[config.mk]
export PLATFORM = sky130hd
export DESIGN_NAME = ipa_top
export DESIGN_NICKNAME = d
export VERILOG_FILES = /design/src/common/ipa_pkg.sv /design/src/common/ipa_evt_if.sv /design/src/hdl/ipa_act_trk.sv /design/src/hdl/ipa_src_sync.sv /design/src/hdl/ipa_top.sv
export SDC_FILE = /design/constraint.sdc
export NUM_CORES = 1
export LEC_CHECK = 0
export ABC_AREA = 1
export ABC_CLOCK_PERIOD_IN_PS = 3200
export BUFFER_PORTS_ARGS = -buffer_cell sky130_fd_sc_hd__buf_2
export CELL_PAD_IN_SITES_DETAIL_PLACEMENT = 0
export CELL_PAD_IN_SITES_GLOBAL_PLACEMENT = 2
export CORE_MARGIN = 4
export CORE_UTILIZATION = 33
export CTS_CLUSTER_DIAMETER = 120
export DETAILED_ROUTE_END_ITERATION = 10
export PLACE_DENSITY = 0.87
export SETUP_SLACK_MARGIN = 0.3
export SLEW_MARGIN = 40
export SYNTH_ARGS = -nofsm -noshare
export SYNTH_HDL_FRONTEND = slang
export SYNTH_HIERARCHICAL = 1
export SYNTH_SLANG_ARGS = --single-unit
[constraint.sdc]
create_clock -name i_ref_clk -period 3.2 [get_ports i_ref_clk]
set_input_delay 0.64 -clock i_ref_clk [delete_from_list [all_inputs] [get_ports i_ref_clk]]
set_output_delay 0.64 -clock i_ref_clk [all_outputs]
set_load 0.05 [all_outputs]
[src/common/ipa_pkg.sv]
// ----------------------------------------------------------------------------
// Summary of operation
// - writing one to a pend-set bit marks that source pending
// - zeros written to pend-set leave pending state untouched
// - writing one to a pend-clear bit removes that source's pending state
// - zeros written to pend-clear leave pending state untouched
// - active status bit is one while the core services that source
// - bits 0-7: timer one, timer two, management, baseband, sleep, serial one, two, security
// - bits 8-11: mac timer, mac transmit, mac receive, adc
// - bits 12-15 external lines a to d; bit 16 debug
// - pend-set at 0xE000E200, pend-clear at 0xE000E280, active at 0xE000E300
// ----------------------------------------------------------------------------
package ipa_pkg;

  localparam int unsigned IPA_NSRC = 17;
  localparam int unsigned IPA_IDW = 5;
  localparam int unsigned IPA_NEVT = 4;

  // register byte addresses
  localparam logic [31:0] IPA_PEND_SET_ADDR = 32'hE000_E200;
  localparam logic [31:0] IPA_PEND_CLEAR_ADDR = 32'hE000_E280;
  localparam logic [31:0] IPA_ACTIVE_ADDR = 32'hE000_E300;
  localparam logic [31:0] IPA_EVT_STATUS_ADDR = 32'hE000_E400;
  localparam logic [31:0] IPA_EVT_CLEAR_ADDR = 32'hE000_E404;
  localparam logic [31:0] IPA_EVT_ENABLE_ADDR = 32'hE000_E408;

  // reset values
  localparam logic [16:0] IPA_PEND_RST = 17'h0_0000;
  localparam logic [16:0] IPA_ACTIVE_RST = 17'h0_0000;
  localparam logic [3:0] IPA_EVT_RST = 4'h0;
  localparam logic [3:0] IPA_EVT_EN_RST = 4'h0;
  localparam logic [31:0] IPA_RDATA_RST = 32'h0000_0000;

  // source bit positions
  localparam int unsigned IPA_SRC_TIMER_ONE = 0;
  localparam int unsigned IPA_SRC_TIMER_TWO = 1;
  localparam int unsigned IPA_SRC_MANAGEMENT = 2;
  localparam int unsigned IPA_SRC_BASEBAND = 3;
  localparam int unsigned IPA_SRC_SLEEP_TIMER = 4;
  localparam int unsigned IPA_SRC_SERIAL_CTRL_ONE = 5;
  localparam int unsigned IPA_SRC_SERIAL_CTRL_TWO = 6;
  localparam int unsigned IPA_SRC_SECURITY = 7;
  localparam int unsigned IPA_SRC_MAC_TIMER = 8;
  localparam int unsigned IPA_SRC_MAC_TRANSMIT = 9;
  localparam int unsigned IPA_SRC_MAC_RECEIVE = 10;
  localparam int unsigned IPA_SRC_ADC = 11;
  localparam int unsigned IPA_SRC_EXTERNAL_LINE_A = 12;
  localparam int unsigned IPA_SRC_EXTERNAL_LINE_B = 13;
  localparam int unsigned IPA_SRC_EXTERNAL_LINE_C = 14;
  localparam int unsigned IPA_SRC_EXTERNAL_LINE_D = 15;
  localparam int unsigned IPA_SRC_DEBUG = 16;

  // sources that arrive on pins and need synchronising
  localparam logic [16:0] IPA_PIN_SRC_MASK = 17'h0_F000;

  // event status bits
  localparam int unsigned IPA_EVT_MISS = 0;
  localparam int unsigned IPA_EVT_ENTER = 1;
  localparam int unsigned IPA_EVT_EXIT = 2;
  localparam int unsigned IPA_EVT_BAD_ADDR = 3;

  localparam logic [1:0] IPA_RESP_OKAY = 2'h0;
  localparam logic [1:0] IPA_RESP_SLVERR = 2'h2;

  typedef enum logic [2:0] {
    IPA_SEL_NONE = 3'b000,
    IPA_SEL_PEND_SET = 3'b001,
    IPA_SEL_PEND_CLEAR = 3'b010,
    IPA_SEL_ACTIVE = 3'b011,
    IPA_SEL_EVT_STATUS = 3'b100,
    IPA_SEL_EVT_CLEAR = 3'b101,
    IPA_SEL_EVT_ENABLE = 3'b110
  } ipa_sel_t;

  typedef enum logic {
    IPA_BUS_IDLE = 1'b0,
    IPA_BUS_ACK = 1'b1
  } ipa_bus_t;

  // one-hot source vector from a core-supplied source number
  function automatic logic [16:0] ipa_onehot(input logic [4:0] id, input logic vld);
    logic [16:0] r;
    r = IPA_PEND_RST;
    for (int i = 0; i < IPA_NSRC; i++) begin
      r[i] = vld && (id == i[4:0]);
    end
    return r;
  endfunction : ipa_onehot

endpackage : ipa_pkg

[src/common/ipa_evt_if.sv]
interface ipa_evt_if;
  logic [16:0] rise;
  logic [16:0] enter_oh;
  logic [16:0] exit_oh;
  logic [16:0] active;

  modport src (output rise);
  modport trk (input enter_oh, input exit_oh, output active);
  modport top (input rise, input active, output enter_oh, output exit_oh);
endinterface : ipa_evt_if

[src/hdl/ipa_act_trk.sv]
module ipa_act_trk import ipa_pkg::*; (
  input wire logic i_ref_clk, // system clock
  input wire logic i_nrst, // async reset, active low
  ipa_evt_if.trk evt // entry and exit in, active out
);

  typedef struct packed {
    logic [16:0] active;
  } ipa_trk_st_t;

  ipa_trk_st_t st_r;
  ipa_trk_st_t st_nxt;

  // entry wins over an exit of the same source
  always_comb begin
    st_nxt = st_r;
    st_nxt.active = (st_r.active & ~evt.exit_oh) | evt.enter_oh;
  end

  assign evt.active = st_r.active;

  always_ff @(posedge i_ref_clk or negedge i_nrst) begin
    if (!i_nrst) begin
      st_r.active <= IPA_ACTIVE_RST;
    end else begin
      st_r <= st_nxt;
    end
  end

endmodule : ipa_act_trk

[src/hdl/ipa_src_sync.sv]
module ipa_src_sync import ipa_pkg::*; (
  input wire logic i_ref_clk, // system clock
  input wire logic i_nrst, // async reset, active low
  input wire logic [16:0] i_src_req, // source request levels
  ipa_evt_if.src evt // rising edges out
);

  typedef struct packed {
    logic [16:0] meta;
    logic [16:0] sync;
    logic [16:0] prev;
  } ipa_sync_st_t;

  ipa_sync_st_t st_r;
  ipa_sync_st_t st_nxt;
  logic [16:0] lvl;

  // pin lines take two flops, on-chip sources none
  for (genvar g = 0; g < IPA_NSRC; g++) begin : g_lvl
    if (IPA_PIN_SRC_MASK[g]) begin : g_pin
      assign lvl[g] = st_r.sync[g];
    end else begin : g_int
      assign lvl[g] = i_src_req[g];
    end
  end

  always_comb begin
    st_nxt = st_r;
    st_nxt.meta = i_src_req & IPA_PIN_SRC_MASK;
    st_nxt.sync = st_r.meta;
    st_nxt.prev = lvl;
  end

  assign evt.rise = lvl & ~st_r.prev;

  always_ff @(posedge i_ref_clk or negedge i_nrst) begin
    if (!i_nrst) begin
      st_r <= '0;
    end else begin
      st_r <= st_nxt;
    end
  end

endmodule : ipa_src_sync

[src/hdl/ipa_top.sv]
// Chosen here: the Avalon-MM register port.
module ipa_top import ipa_pkg::*; (
  input wire logic i_ref_clk, // system clock, 25 MHz
  input wire logic i_nrst, // async reset, active low
  // avalon-mm slave
  input wire logic [31:0] i_avs_address, // byte address
  input wire logic i_avs_read, // read request
  input wire logic i_avs_write, // write request
  input wire logic [31:0] i_avs_writedata, // write data
  input wire logic [3:0] i_avs_byteenable, // byte lanes
  output logic [31:0] o_avs_readdata, // read data
  output logic o_avs_waitrequest, // low for the answer cycle
  output logic [1:0] o_avs_response, // okay or slave error
  // interrupt sources
  input wire logic [16:0] i_src_req, // request levels, rising edge pends
  // core service signalling
  input wire logic i_core_enter, // core enters a handler, pulse
  input wire logic [4:0] i_core_enter_id, // source number entered
  input wire logic i_core_exit, // core leaves a handler, pulse
  input wire logic [4:0] i_core_exit_id, // source number left
  // status outputs
  output logic [16:0] o_pending, // pending state per source
  output logic [16:0] o_active, // active state per source
  output logic o_irq // enabled event status set
);

  // --------------------------------------------------------------------------
  // state
  // --------------------------------------------------------------------------
  typedef struct packed {
    ipa_bus_t bus;
    logic waitreq;
    logic [31:0] rdata;
    logic [1:0] resp;
    logic [31:0] addr;
    logic wr;
    logic [31:0] wdata;
    logic [3:0] be;
    logic [16:0] pend;
    logic [3:0] evt;
    logic [3:0] evt_en;
    logic irq;
  } ipa_top_st_t;

  ipa_top_st_t st_r;
  ipa_top_st_t st_nxt;

  ipa_evt_if evt_if ();

  // --------------------------------------------------------------------------
  // helpers
  // --------------------------------------------------------------------------
  // register select from a byte address
  function automatic ipa_sel_t ipa_decode(input logic [31:0] a);
    ipa_sel_t s;
    s = IPA_SEL_NONE;
    case (a)
      IPA_PEND_SET_ADDR: s = IPA_SEL_PEND_SET;
      IPA_PEND_CLEAR_ADDR: s = IPA_SEL_PEND_CLEAR;
      IPA_ACTIVE_ADDR: s = IPA_SEL_ACTIVE;
      IPA_EVT_STATUS_ADDR: s = IPA_SEL_EVT_STATUS;
      IPA_EVT_CLEAR_ADDR: s = IPA_SEL_EVT_CLEAR;
      IPA_EVT_ENABLE_ADDR: s = IPA_SEL_EVT_ENABLE;
      default: s = IPA_SEL_NONE;
    endcase
    return s;
  endfunction : ipa_decode

  // write data gated by byte enables
  function automatic logic [31:0] ipa_lanes(input logic [31:0] d, input logic [3:0] be);
    logic [31:0] m;
    m = IPA_RDATA_RST;
    for (int i = 0; i < 4; i++) begin
      m[i*8 +: 8] = be[i] ? d[i*8 +: 8] : 8'h00;
    end
    return m;
  endfunction : ipa_lanes

  // --------------------------------------------------------------------------
  // submodules
  // --------------------------------------------------------------------------
  ipa_src_sync u_sync (
    .i_ref_clk(i_ref_clk),
    .i_nrst(i_nrst),
    .i_src_req(i_src_req),
    .evt(evt_if.src)
  );

  ipa_act_trk u_trk (
    .i_ref_clk(i_ref_clk),
    .i_nrst(i_nrst),
    .evt(evt_if.trk)
  );

  assign evt_if.enter_oh = ipa_onehot(i_core_enter_id, i_core_enter);
  assign evt_if.exit_oh = ipa_onehot(i_core_exit_id, i_core_exit);

  // --------------------------------------------------------------------------
  // next-state logic
  // --------------------------------------------------------------------------
  ipa_sel_t sel_in;
  ipa_sel_t sel_q;
  logic [31:0] wmask;
  logic [16:0] sw_set;
  logic [16:0] sw_clr;
  logic [3:0] evt_clr;
  logic [3:0] evt_new;
  logic bad_wr;

  always_comb begin
    st_nxt = st_r;
    sel_in = ipa_decode(i_avs_address);
    sel_q = ipa_decode(st_r.addr);
    wmask = ipa_lanes(st_r.wdata, st_r.be);
    sw_set = IPA_PEND_RST;
    sw_clr = IPA_PEND_RST;
    evt_clr = IPA_EVT_RST;
    bad_wr = 1'b0;

    case (st_r.bus)
      IPA_BUS_IDLE: begin
        st_nxt.waitreq = 1'b1;
        if (i_avs_read || i_avs_write) begin
          // take the request, answer on the next cycle
          st_nxt.bus = IPA_BUS_ACK;
          st_nxt.waitreq = 1'b0;
          st_nxt.addr = i_avs_address;
          st_nxt.wr = i_avs_write;
          st_nxt.wdata = i_avs_writedata;
          st_nxt.be = i_avs_byteenable;
          st_nxt.resp = (sel_in == IPA_SEL_NONE) ? IPA_RESP_SLVERR : IPA_RESP_OKAY;
          st_nxt.rdata = IPA_RDATA_RST;
          if (!i_avs_write) begin
            case (sel_in)
              IPA_SEL_PEND_SET: st_nxt.rdata[16:0] = st_r.pend;
              IPA_SEL_PEND_CLEAR: st_nxt.rdata[16:0] = st_r.pend;
              IPA_SEL_ACTIVE: st_nxt.rdata[16:0] = evt_if.active;
              IPA_SEL_EVT_STATUS: st_nxt.rdata[3:0] = st_r.evt;
              IPA_SEL_EVT_ENABLE: st_nxt.rdata[3:0] = st_r.evt_en;
              default: st_nxt.rdata = IPA_RDATA_RST;
            endcase
          end
        end
      end
      IPA_BUS_ACK: begin
        // write takes effect on the edge the master sees waitrequest low
        st_nxt.bus = IPA_BUS_IDLE;
        st_nxt.waitreq = 1'b1;
        if (st_r.wr) begin
          case (sel_q)
            IPA_SEL_PEND_SET: sw_set = wmask[16:0];
            IPA_SEL_PEND_CLEAR: sw_clr = wmask[16:0];
            IPA_SEL_EVT_CLEAR: evt_clr = wmask[3:0];
            IPA_SEL_EVT_ENABLE: begin
              for (int i = 0; i < IPA_NEVT; i++) begin
                if (st_r.be[0]) begin
                  st_nxt.evt_en[i] = st_r.wdata[i];
                end
              end
            end
            IPA_SEL_NONE: bad_wr = 1'b1;
            default: bad_wr = 1'b0; // active and status are read-only
          endcase
        end else begin
          bad_wr = (sel_q == IPA_SEL_NONE);
        end
      end
      default: begin
        st_nxt.bus = IPA_BUS_IDLE;
        st_nxt.waitreq = 1'b1;
      end
    endcase

    // pending: source edge wins over any clear in the same cycle
    st_nxt.pend = ((st_r.pend | sw_set) & ~(sw_clr | evt_if.enter_oh))
                  | evt_if.rise;

    // sticky events, set wins over clear
    evt_new = IPA_EVT_RST;
    evt_new[IPA_EVT_MISS] = |(evt_if.rise & st_r.pend);
    evt_new[IPA_EVT_ENTER] = |evt_if.enter_oh;
    evt_new[IPA_EVT_EXIT] = |evt_if.exit_oh;
    evt_new[IPA_EVT_BAD_ADDR] = bad_wr;
    st_nxt.evt = (st_r.evt & ~evt_clr) | evt_new;

    st_nxt.irq = |(st_nxt.evt & st_nxt.evt_en);
  end

  // --------------------------------------------------------------------------
  // registers
  // --------------------------------------------------------------------------
  always_ff @(posedge i_ref_clk or negedge i_nrst) begin
    if (!i_nrst) begin
      st_r.bus <= IPA_BUS_IDLE;
      st_r.waitreq <= 1'b1;
      st_r.rdata <= IPA_RDATA_RST;
      st_r.resp <= IPA_RESP_OKAY;
      st_r.addr <= IPA_RDATA_RST;
      st_r.wr <= 1'b0;
      st_r.wdata <= IPA_RDATA_RST;
      st_r.be <= 4'h0;
      st_r.pend <= IPA_PEND_RST;
      st_r.evt <= IPA_EVT_RST;
      st_r.evt_en <= IPA_EVT_EN_RST;
      st_r.irq <= 1'b0;
    end else begin
      st_r <= st_nxt;
    end
  end

  // --------------------------------------------------------------------------
  // outputs
  // --------------------------------------------------------------------------
  assign o_avs_readdata = st_r.rdata;
  assign o_avs_waitrequest = st_r.waitreq;
  assign o_avs_response = st_r.resp;
  assign o_pending = st_r.pend;
  assign o_active = evt_if.active;
  assign o_irq = st_r.irq;

endmodule : ipa_top

Yosys cells after proc, flatten, opt, wreduce, memory -nomap -nowiden
Index checks and enable logic that the tools add are counted.
{"block": "word_totals", "reg_bits": 173, "input_bits": 101, "output_inout_bits": 70, "elab_cells": 160}
{"block": "op_classes", "n_eq_ne": 53, "muxes": 30, "bitwise_logic": 16, "n_reduce_logical": 45}
{"op": "$eq A32 B32 Y1 const B", "count": 12}
{"op": "$mux W17", "count": 7}
{"op": "$mux W105", "count": 1}
{"op": "$eq A5 B4 Y1 const B", "count": 16}
{"op": "$and A17 B17 Y17", "count": 4}
{"op": "$or A17 B17 Y17", "count": 4}
{"op": "$not A17 Y17", "count": 3}
{"op": "$reduce_or A17 Y1", "count": 3}
{"op": "$eq A5 B3 Y1 const B", "count": 8}
{"op": "$pmux W3 S6", "count": 2}
{"op": "$logic_and A1 B1 Y1", "count": 34}
{"op": "$pmux W13 S2", "count": 1}
{"op": "$mux W4", "count": 6}
{"op": "$eq A5 B2 Y1 const B", "count": 4}
{"op": "$mux W8", "count": 2}
{"op": "$pmux W4 S4", "count": 1}
{"op": "$eq A3 B3 Y1 const B", "count": 4}
{"op": "$eq A5 B1 Y1 const B", "count": 2}
{"op": "$eq A5 B5 Y1 const B", "count": 2}
{"op": "$logic_not A5 Y1", "count": 2}
{"op": "$eq A3 B2 Y1 const B", "count": 3}
{"op": "$and A4 B4 Y4", "count": 2}
{"op": "$mux W1", "count": 8}
{"op": "$eq A3 B1 Y1 const B", "count": 2}
{"op": "10 further kinds", "count": 11}

Depth between registers and ports, before layout
Gate-level depths: netlist of the first run.
{"block": "depth", "depth_word": 11, "depth_mapped": 14, "depth_no_buf": 14}

Modules after synthesis
Netlist of the first run, hierarchy kept.
{"mod": "ipa_top", "instances": 1, "cells_per_inst": 818, "area_each_um2": 6027.0, "seq_area_each_um2": 2478.6}
{"mod": "ipa_src_sync", "instances": 1, "cells_per_inst": 59, "area_each_um2": 795.8, "seq_area_each_um2": 625.6}
{"mod": "ipa_act_trk", "instances": 1, "cells_per_inst": 85, "area_each_um2": 680.7, "seq_area_each_um2": 425.4}

Worst setup path before layout of the first run
No wires, ideal clock.
{"block": "synth_timing", "kind": "input to register", "startpoint": "in i_avs_address[0]", "endpoint": "reg st_r (netlist bit o_avs_readdata[7])", "setup_time_ns": 0.066, "t_arrival_ns": 1.753, "required_time_ns": 3.134, "setup_slack_ns": 1.381, "cell_stages": 12, "path_buffers": 2, "path_cell_list": "inv_1 -> nand2_1 -> nor3_1 -> nand2_2 -> nor2_2 -> and2_4 -> buf_8 -> buf_12 -> nand2_2 -> nand2_2 -> nand3_2 -> nand2_1"}
{"block": "synth_via", "elab_chain_len": 6, "word_cells_on_any_way": 13, "classes_between": "eq/ne: 9; mux: 3; reduce/logical: 1"}
{"element": "start: declaration", "line_no": "ipa_top.sv:6", "source": "input wire logic [31:0] i_avs_address,"}
{"element": "$eq A32 B32 Y1", "line_no": "ipa_top.sv:57", "source": "case (a)"}
{"element": "$pmux W3 S6 (*)", "line_no": "ipa_top.sv:57"}
{"element": "$eq A3 B2 Y1 or $eq A3 B1 Y1 (tied branches)", "line_no": "ipa_top.sv:134", "source": "case (sel_in)"}
{"element": "$reduce_or A2 Y1 (no source line)"}
{"element": "$pmux W13 S2 (*)", "line_no": "ipa_top.sv:134"}
{"element": "$mux W17 (*)", "line_no": "ipa_top.sv:133", "source": "if (!i_avs_write) begin"}
{"element": "end signal: assignment", "line_no": "ipa_top.sv:207", "source": "st_r <= st_nxt;"}
{"element": "end: declaration", "line_no": "ipa_top.sv:45", "source": "ipa_top_st_t st_r;"}
Every way passes the cells marked *; elsewhere a longest branch is shown, timed or not.
A chain may end at the register's enable or synchronous reset.

==> qor.csv, run 1 <==
metric;value;unit
status;finished, final reports clean;
chipHeight;159;microns
finalCritPeriodShare;67.9;%
yosysWarningCount;6;
multi_input_area;0.00292;sq mm
grt_usage;16.7;%
via_per_inst;4.48;
synth_edf_count;0;
grt.overflow.total;0;
r2r-end;o_irq;
max_stage_delay;580;ps
synth.cell_area;0.00750;sq mm
ys_async_sr_fraction;100;%
ys_types;43;
post_cts_resized;0;
grt_pass1_vias;6151;
slowest_stage;nor2_1;
startpoint_type;flop;
highest_layer;met5;
ios;171;
gp_congestion;0.830;
hp-class;primary input to async pin;
cts_hold_buf;0;
wl_met3;1060;microns
crit_fanout;9;
hold_violations;0;
drive_above_1_share;22.5;%
wl_met1;10600;microns
nets;1163;
synthFlopType;dfrtp_1;
numCtsBuffers;17;
route.detailed.drc;0;
grt_pass1_wl;33800;microns
netlist_instances;962;
postPlaceCellArea;0.00812;sq mm
power.total;5.17;mW
grt_setup_unrepaired;false;
design_area;0.00875;sq mm
fin_util;39.6;%
dp_cells;1323;
antenna_found_initial;2;
row_count;54;
max_freq;460;MHz
worstSetupStartpoint;st_r[26];
clock_tree.buffer_depth;2;
final_cell_mix;nand2_1 (289), inv_1 (142), dfrtp_1 (140);
cp_top_family;simple AND/OR/NAND/NOR gates;
critPathBufInv;2;
ys_seq_elements;141;
power_density;591;mW/mm^2
period_minus_slack;2170;ps
r2r_slack;1030;ps
n_antenna_cell;0;
syn_avg_cell_area;7.80;sq um
insertion_delay;420;ps
fillers;2365;
synth-seq-area-share;47.0;%
drt_iter0_drc;347;
finClkSkew;8.92;ps
grt_max_degree;82;
critPathRequiredTime;3510;ps
cp_cell_sequence;inv_1 > nor2_1 > nand2_1 > o21ai_0 > nand3_1 > nand3_1 > nand2_1 > inv_1 > nand2_1;
wl_per_cell;15.2;microns
ff_latch_area;0.00353;sq mm
initial_core_util;34.0;%
cts_max_level;4;
vias;6071;
drv_cap;0;
postRouteAntennaNets;0;
dp_hpwl;15500;microns
fin_cells;1355;
clk_pin_slew;60;ps
cts_root_buf;clkbuf_16;
first_pass_iters;5;
fp.coreArea;0.0221;sq mm
port_buffers;138;
drt_wl_total;20700;microns
syn2layout_area_growth;16.6;%
clock_sinks;141;
critPathKind;flop to flop;
cts_tree;yes;
power_leakage;4.41;nW
arrival;2480;ps
setup-violations-final;0;
tightest_slew;729;ps
reg2regPathDepth;9;
worstReg2RegStart;st_r[26];
irDropWorstVdd;0.231;mV
setup_tns;0;ps
slew_viol_final;0;
crit_path_frequent_cell;nand2_1;
die_x;159;microns
postCtsSetupBuffers;0;
layout_commonest_cell;nand2_1;
wl_met2;8780;microns
relSlewSlack;51.3;%
end_kind;flop;
die_area;0.0252;sq mm
metrics by stage:
step	worst slack (ps)	hold WS [ps]
6_report	1030	172
5_1_grt	880	199
4_1_cts	1050	183
3_5_place_dp	719	342
3_3_place_gp	751	335
2_1_floorplan	1380	331
cell usage after synthesis (2+ instances only):
| library cell | count | area [sq um] |
|---|---|---|
| nand2_1 | 289 | 1080 |
| o211ai_1 | 2 | 15.0 |
| nor2_1 | 82 | 308 |
| buf_6 | 4 | 45.0 |
| clkbuf_1 | 12 | 45.0 |
| buf_4 | 54 | 405 |
| buf_1 | 2 | 7.51 |
| o21ai_0 | 34 | 170 |
| o21ai_1 | 10 | 50.1 |
| a221oi_1 | 2 | 17.5 |
| nand2_2 | 17 | 106 |
| nand4_1 | 42 | 263 |
| o221ai_1 | 7 | 61.3 |
| nor2_2 | 19 | 119 |
| a31o_2 | 9 | 78.8 |
| buf_2 | 3 | 15.0 |
| nand3_1 | 39 | 195 |
| inv_2 | 4 | 15.0 |
| nand3_2 | 3 | 30.0 |
| dfrtp_1 | 140 | 3500 |
| nor2_4 | 4 | 45.0 |
| o21bai_1 | 13 | 97.6 |
| inv_1 | 142 | 533 |
| nor3_2 | 2 | 20.0 |
| nand2_4 | 2 | 22.5 |
| nor3_1 | 5 | 25.0 |
| and2_1 | 4 | 25.0 |
worst max-delay path by stage:
stage          slack (ps)  depth (start not counted)                 to
2_1_floorplan        1380                         12  o_avs_readdata[7]
3_3_place_gp          750                         10  o_avs_readdata[0]
3_5_place_dp          720                         10  o_avs_readdata[0]
4_1_cts              1050                          9              o_irq
5_1_grt               880                          9              o_irq
6_report             1030                          9              o_irq
cell type report:
type,count,area share (%)
sequential,141,40.3
timing repair buffer,144,8.81
multi-input combinational,611,33.4
clock buffer,21,5.26
clock inverter,11,1.89
tap,280,4.00
inverter,147,6.31
per-layer routing:
metal  track usage, %  vias to the layer above
li1                 -                     3143
met1             25.2                     2743
met2             24.3                      165
met3             4.07                       16
met4             3.55                        4
met5                0                        -
flip-flops by register name, indices dropped and copies added, names as in the netlist:
signal	cells
u_sync/st_nxt	4
o_avs_readdata	17
u_sync/st_r	17
o_irq	1
o_pending	17
st_r	62
u_sync/lvl	4
u_trk/evt.active	17
o_avs_waitrequest	1
o_avs_response	1
power breakdown:
| part | switching, mW | leakage, nW | internal (mW) |
|---|---|---|---|
| logic | 0.661 | 2.43 | 0.231 |
| registers | 0.187 | 1.68 | 1.98 |
| clock network | 0.763 | 0.307 | 1.34 |
logic make-up (layout without fill, tap and decap cells):
family | Yosys count | after routing | share of synthesized area (%)
simple gates | 514 | 514 | 31.1
buf+inv | 225 | 323 | 14.9
flops | 141 | 141 | 47.0
compound gates | 81 | 81 | 6.90
other cells | 1 | 16 | 0.0500
No activity file was read; power rests on OpenSTA's default activity.
==> inputs of run 2 (changes only) <==
ABC_AREA = 0   (was 1)
ABC_CLOCK_PERIOD_IN_PS = 2000   (was 3200)
PLACE_DENSITY = 0.83   (was 0.87)
clock period = 2 ns   (was 3.2 ns; I/O delays follow)
==> qor.csv, run 2 <==
metric;value;unit;change
period_minus_slack;2680;ps;+510 ps
die_x;152;microns;-4.2%
critPathBufInv;1;;-1
final_cell_mix;nand2_1 (173), dfrtp_1 (140), buf_2 (136);;
synth_top_area_share;51.1;%;+4.4 points
grt_usage;17.5;%;+0.85 points
violations;negative setup slack;;
grt.overflow.total;0;;unchanged
drt_wl_total;20000;microns;-3.0%
ys_top_cells_by_count;nand2_1 (176), dfrtp_1 (140), a21o_1 (55);;
critPathRequiredTime;2300;ps;-1210 ps
cts_max_level;4;;unchanged
holdPathEnd;u_sync/st_nxt[30];;
ys_types;54;;+26%
fin_cells;1200;;-11%
clock_sinks;141;;unchanged
registers.top_by_ff_count;st_r;;
port_buffers;138;;unchanged
irDropWorstVdd;0.425;mV;+84%
nets;1017;;-13%
power_density;882;mW/mm^2;+49%
hp-class;primary input to flop;;
die_area;0.0231;sq mm;-8.2%
drv_cap;0;;unchanged
postRouteAntennaNets;0;;unchanged
finalCritPeriodShare;134;%;+66 points
synth.largest_area_cell;dfrtp_1;;
grt_max_degree;52;;-37%
setup_slack;-684;ps;-1710 ps
dp_cells;1158;;-12%
ios;171;;unchanged
initial_core_util;33.8;%;-0.20 points
syn2layout_area_growth;36.2;%;
drive_above_1_share;39.2;%;+17 points
layout_commonest_cell;nand2_1;;
hold_path_depth;1;;
row_count;52;;-3.7%
via_per_inst;4.77;;+6.4%
gp_congestion;0.852;;+2.7%
wl_per_cell;16.7;microns;+9.5%
relSlewSlack;65.5;%;+14 points
clk_pin_slew;60;ps;about the same
synth-seq-area-share;51.5;%;+4.5 points
status;finished with violations;;
r2r_slack;-680;ps;-1710 ps
setup-violations-final;41;;+41
end_kind;flop;;
insertion_delay;420;ps;about the same
ys_async_sr_fraction;100;%;unchanged
reg2regPathDepth;6;;-3
worstReg2RegStart;st_r[85];;
netlist_instances;704;;-27%
clock_tree.buffer_depth;2;;unchanged
tightest_slew;518;ps;-211 ps
largest_register_ffs;62;;unchanged
grt_setup_unrepaired;true;;
synth_edf_count;0;;unchanged
numCtsBuffers;17;;unchanged
antenna_found_initial;3;;+1
grt_pass1_wl;32400;microns;-4.2%
startpoint_type;flop;;
route.detailed.drc;0;;unchanged
power_leakage;4.66;nW;+5.7%
vias;5721;;-5.8%
arrival;2980;ps;+500 ps
cts_tree;yes;;
slowest_stage;or4_4;;
chipHeight;152;microns;-4.2%
first_pass_iters;5;;unchanged
cts_root_buf;clkbuf_16;;
synth.cell_area;0.00685;sq mm;-8.7%
synth_area_leaders;dfrtp_1 (51%), nand2_1 (9.6%), a21o_1 (6.0%);;
fin_util;46.0;%;+6.4 points
critPathKind;flop to flop;;
slew_viol_final;0;;unchanged
dp_slack;-914;ps;-1630 ps
syn_avg_cell_area;9.73;sq um;+25%
fp.coreArea;0.0203;sq mm;-8.1%
min-delay-start;i_src_req[13];;
crit_fanout;3;;-6
max_freq;373;MHz;-19%
power.total;8.23;mW;+59%
dp_hpwl;15100;microns;-2.5%
yosysWarningCount;6;;unchanged
drt_iter0_drc;347;;unchanged
ys_seq_elements;141;;unchanged
cp_top_family;simple AND/OR/NAND/NOR gates;;
cp_cell_sequence;or4_1 > or4_4 > nor4_4 > buf_4 > mux2_4 > a221o_1;;
grt_pass1_vias;5769;;-6.2%
synth_most_common_cell;nand2_1;;
finClkSkew;8.29;ps;-0.630 ps
synthFlopType;dfrtp_1;;
hold_violations;0;;unchanged
max_stage_delay;570;ps;about the same
r2r-end;o_irq;;
-- run 2: power breakdown --
group	internal (mW)	switching (mW)	total, mW	leakage (nW)
clock	1.94	1.20	3.13	0.283
combinational	0.623	1.05	1.68	2.70
sequential	3.17	0.250	3.42	1.68
-- run 2: final cells by class --
| cell class | instances | area, sq um |
|---|---|---|
| timing repair buffer | 249 | 1630 |
| fill | 1994 | 11000 |
| multi-input combinational | 486 | 3170 |
| tap | 270 | 338 |
| clock buffer | 23 | 478 |
| antenna | 1 | 2.50 |
| inverter | 21 | 78.8 |
| clock inverter | 9 | 111 |
| sequential | 141 | 3530 |
-- run 2: cells by family (layout without fill, tap and decap cells) --
group / after synthesis / in the layout / share of synthesized area [%]
flip-flops: 141 / 141 / 51.5
AO/OA/AOI/OAI: 133 / 133 / 14.2
buffers and inverters: 93 / 302 / 8.02
AND/OR/NAND/NOR: 331 / 332 / 25.4
multiplexers: 5 / 5 / 0.822
other: 1 / 17 / 0.0547
-- run 2: worst max-delay path by stage --
stage / slack (ps) / end / cells past startpoint / start
floorplan: -720 / o_avs_readdata[10] / 7 / i_avs_address[0]
global placement: -890 / o_avs_readdata[5] / 7 / i_avs_address[0]
detailed placement: -910 / o_avs_readdata[5] / 7 / i_avs_address[0]
CTS: -710 / o_irq / 6 / st_r[85]
global route: -770 / o_irq / 6 / st_r[84]
finish: -680 / o_irq / 6 / st_r[85]
-- run 2: metrics by stage --
stage          TNS, ps  hold slack, ps  instance area, sq um
3_3_place_gp    -20160             332                  8400
6_report        -10850            81.0                  9330
2_1_floorplan   -12750             104                  7030
4_1_cts         -10740            61.6                  9210
3_5_place_dp    -20720             336                  8400
5_1_grt         -13770            63.0                  9330
-- run 2: repair_timing --
| action | 4_1_cts | 5_1_grt |
|---|---|---|
| pin swaps | 35 | 30 |
| hold endpoints to repair | 47 | 0 |
| buffers inserted | 4 | 3 |
| endpoints found under the setup margin | 44 | 46 |
| gates resized for setup | 35 | 20 |
| hold buffers | 1 | 0 |
| gates cloned | 1 | 0 |
-- run 2: worst reg2reg max path: cells and delay by family (launching register included) --
kind / cells / cell delay, ps
compound gates: 1 / 350
mux: 1 / 300
flops: 1 / 370
buf+inv: 1 / 190
simple gates: 3 / 1340
-- run 2: routing by layer --
| layer | routed length [microns] | GRT usage, % | vias to the layer above |
|---|---|---|---|
| met5 | 34 | 0 | - |
| met4 | 357 | 5.61 | 4 |
| met3 | 1190 | 4.64 | 30 |
| met2 | 8800 | 25.5 | 154 |
| met1 | 9650 | 25.5 | 2734 |
| li1 | - | - | 2799 |
==> inputs of run 3 (changes only) <==
ABC_CLOCK_PERIOD_IN_PS = 3300   (was 2000)
CORE_UTILIZATION = 35   (was 33)
PLACE_DENSITY = 0.87   (was 0.83)
clock period = 3.3 ns   (was 2 ns; I/O delays follow)
==> qor.csv, run 3 (same netlist as run 2, synthesis figures left out) <==
metric;value;unit;change
syn2layout_area_growth;20.2;%;
end_kind;flop;;
multi_input_area;0.00285;sq mm;-10%
grt_max_degree;72;;+38%
critPathRequiredTime;3580;ps;+1280 ps
grt.overflow.total;0;;unchanged
arrival;3140;ps;+160 ps
vias;5289;;-7.6%
setup-violations-final;0;;-100%
cts_max_level;4;;unchanged
die_x;148;microns;-2.7%
layout_commonest_cell;nand2_1;;
use_met3;4.26;%;-0.37 points
port_buffers;138;;unchanged
initial_core_util;36.2;%;+2.4 points
gp_congestion;0.822;;-3.5%
crit_path_frequent_cell;or4_4;;
numCtsBuffers;17;;unchanged
registers.top_by_ff_count;st_r;;
chipHeight;148;microns;-2.7%
row_count;50;;-3.8%
ff_latch_area;0.00353;sq mm;unchanged
die_area;0.0219;sq mm;-5.4%
relSlewSlack;54.5;%;-11 points
finalCritPeriodShare;86.8;%;-47 points
hp-class;primary input to async pin;;
largest_register_ffs;62;;unchanged
period_minus_slack;2860;ps;+180 ps
grt_setup_unrepaired;false;;
cts_tree;yes;;
cp_cell_sequence;or4_4 > or4_4 > nor4_2 > buf_4 > mux2_2 > a22o_1 > a221o_1;;
grt_pass1_vias;5261;;-8.8%
setup_tns;0;ps;+10,850 ps
postRouteAntennaNets;0;;unchanged
crit_fanout;4;;+1
via_per_inst;4.83;;+1.2%
clk_pin_slew;50;ps;about the same
power_density;582;mW/mm^2;-34%
clock_tree.buffer_depth;2;;unchanged
worstReg2RegStart;st_r[68];;
power_leakage;4.09;nW;-12%
drt_iter0_drc;401;;+16%
max_freq;349;MHz;-6.3%
worstSetupStartpoint;st_r[68];;
startpoint_type;flop;;
drive_above_1_share;27.8;%;-11 points
first_pass_iters;4;;-1
drt_wl_total;19100;microns;-4.5%
finClkSkew;20.7;ps;+12.4 ps
final_cell_mix;nand2_1 (176), dfrtp_1 (140), buf_2 (137);;
cp_top_family;simple AND/OR/NAND/NOR gates;;
fp.coreArea;0.0190;sq mm;-6.6%
insertion_delay;420;ps;about the same
fillers;1898;;-4.8%
nets;923;;-9.2%
critPathBufInv;1;;unchanged
grt_usage;17.7;%;+0.19 points
tightest_slew;683;ps;+165 ps
cts_root_buf;clkbuf_16;;
power.total;4.79;mW;-42%
antenna_found_initial;2;;-1
route.detailed.drc;0;;unchanged
grt_use_met2;25.4;%;-0.16 points
critPathKind;flop to flop;;
status;finished, final reports clean;;
clock_sinks;141;;unchanged
wl_per_cell;17.5;microns;+4.6%
drv_cap;0;;unchanged
use_met1;26.3;%;+0.77 points
dp_cells;1061;;-8.4%
ios;171;;unchanged
grt_pass1_wl;29900;microns;-7.8%
hold_violations;0;;unchanged
dp_hpwl;14400;microns;-5.0%
irDropWorstVdd;0.300;mV;-29%
slew_viol_final;0;;unchanged
fin_cells;1096;;-8.7%
slowest_stage;or4_4;;
top_usage_layer;met1;;
max_stage_delay;570;ps;about the same
==> run 3: power by group <==
group,total [mW],internal (mW),switching [mW]
Combinational,0.802,0.243,0.559
Clock,1.89,1.17,0.717
Sequential,2.10,1.92,0.179
==> run 3: final cells by class <==
cell class | instances | share of cell area, %
Clock buffer | 23 | 5.80
Antenna cell | 1 | 0.0304
Inverter | 21 | 0.957
Tap cell | 260 | 3.95
Timing Repair Buffer | 156 | 10.4
Sequential cell | 141 | 42.9
Clock inverter | 9 | 1.35
Multi-Input combinational cell | 485 | 34.6
==> run 3: final timing paths <==
kind,end,slack (ps),cells past startpoint
worst max register to register,o_irq,440,7
worst min register to register,u_sync/lvl[13],350,0
max in group asynchronous,st_r[65],2310,2
min in group i_ref_clk,u_sync/st_nxt[31],340,1
worst min-delay path,st_r[92],250,1
worst max-delay path,o_irq,440,7
==> run 3: what timing repair did <==
action                     CTS  global route
hold buffers                 0             0
resized for setup            0             3
setup endpoints to repair    0             1
setup buffers                0             2
==> run 3: per-stage QoR <==
step / setup slack [ps] / util (%) / hold WS (ps) / instance area [sq um]
finish: 436 / 43.4 / 245 / 8240
global route: 305 / 43.4 / 295 / 8240
CTS: 331 / 43.3 / 282 / 8210
detailed placement: 91.6 / 40.2 / 335 / 7620
global placement: 102 / 40.2 / 332 / 7620
floorplan: 312 / - / 331 / 6910
==> run 3: metal layers <==
layer  wire length, microns  vias to the layer above  part of all wire, %
li1                       -                     2605                    -
met1                   9160                     2526                   48
met2                   8430                      139                   44
met3                   1300                       17                  6.8
met4                    234                        2                  1.2
met5                      7                        -                0.037
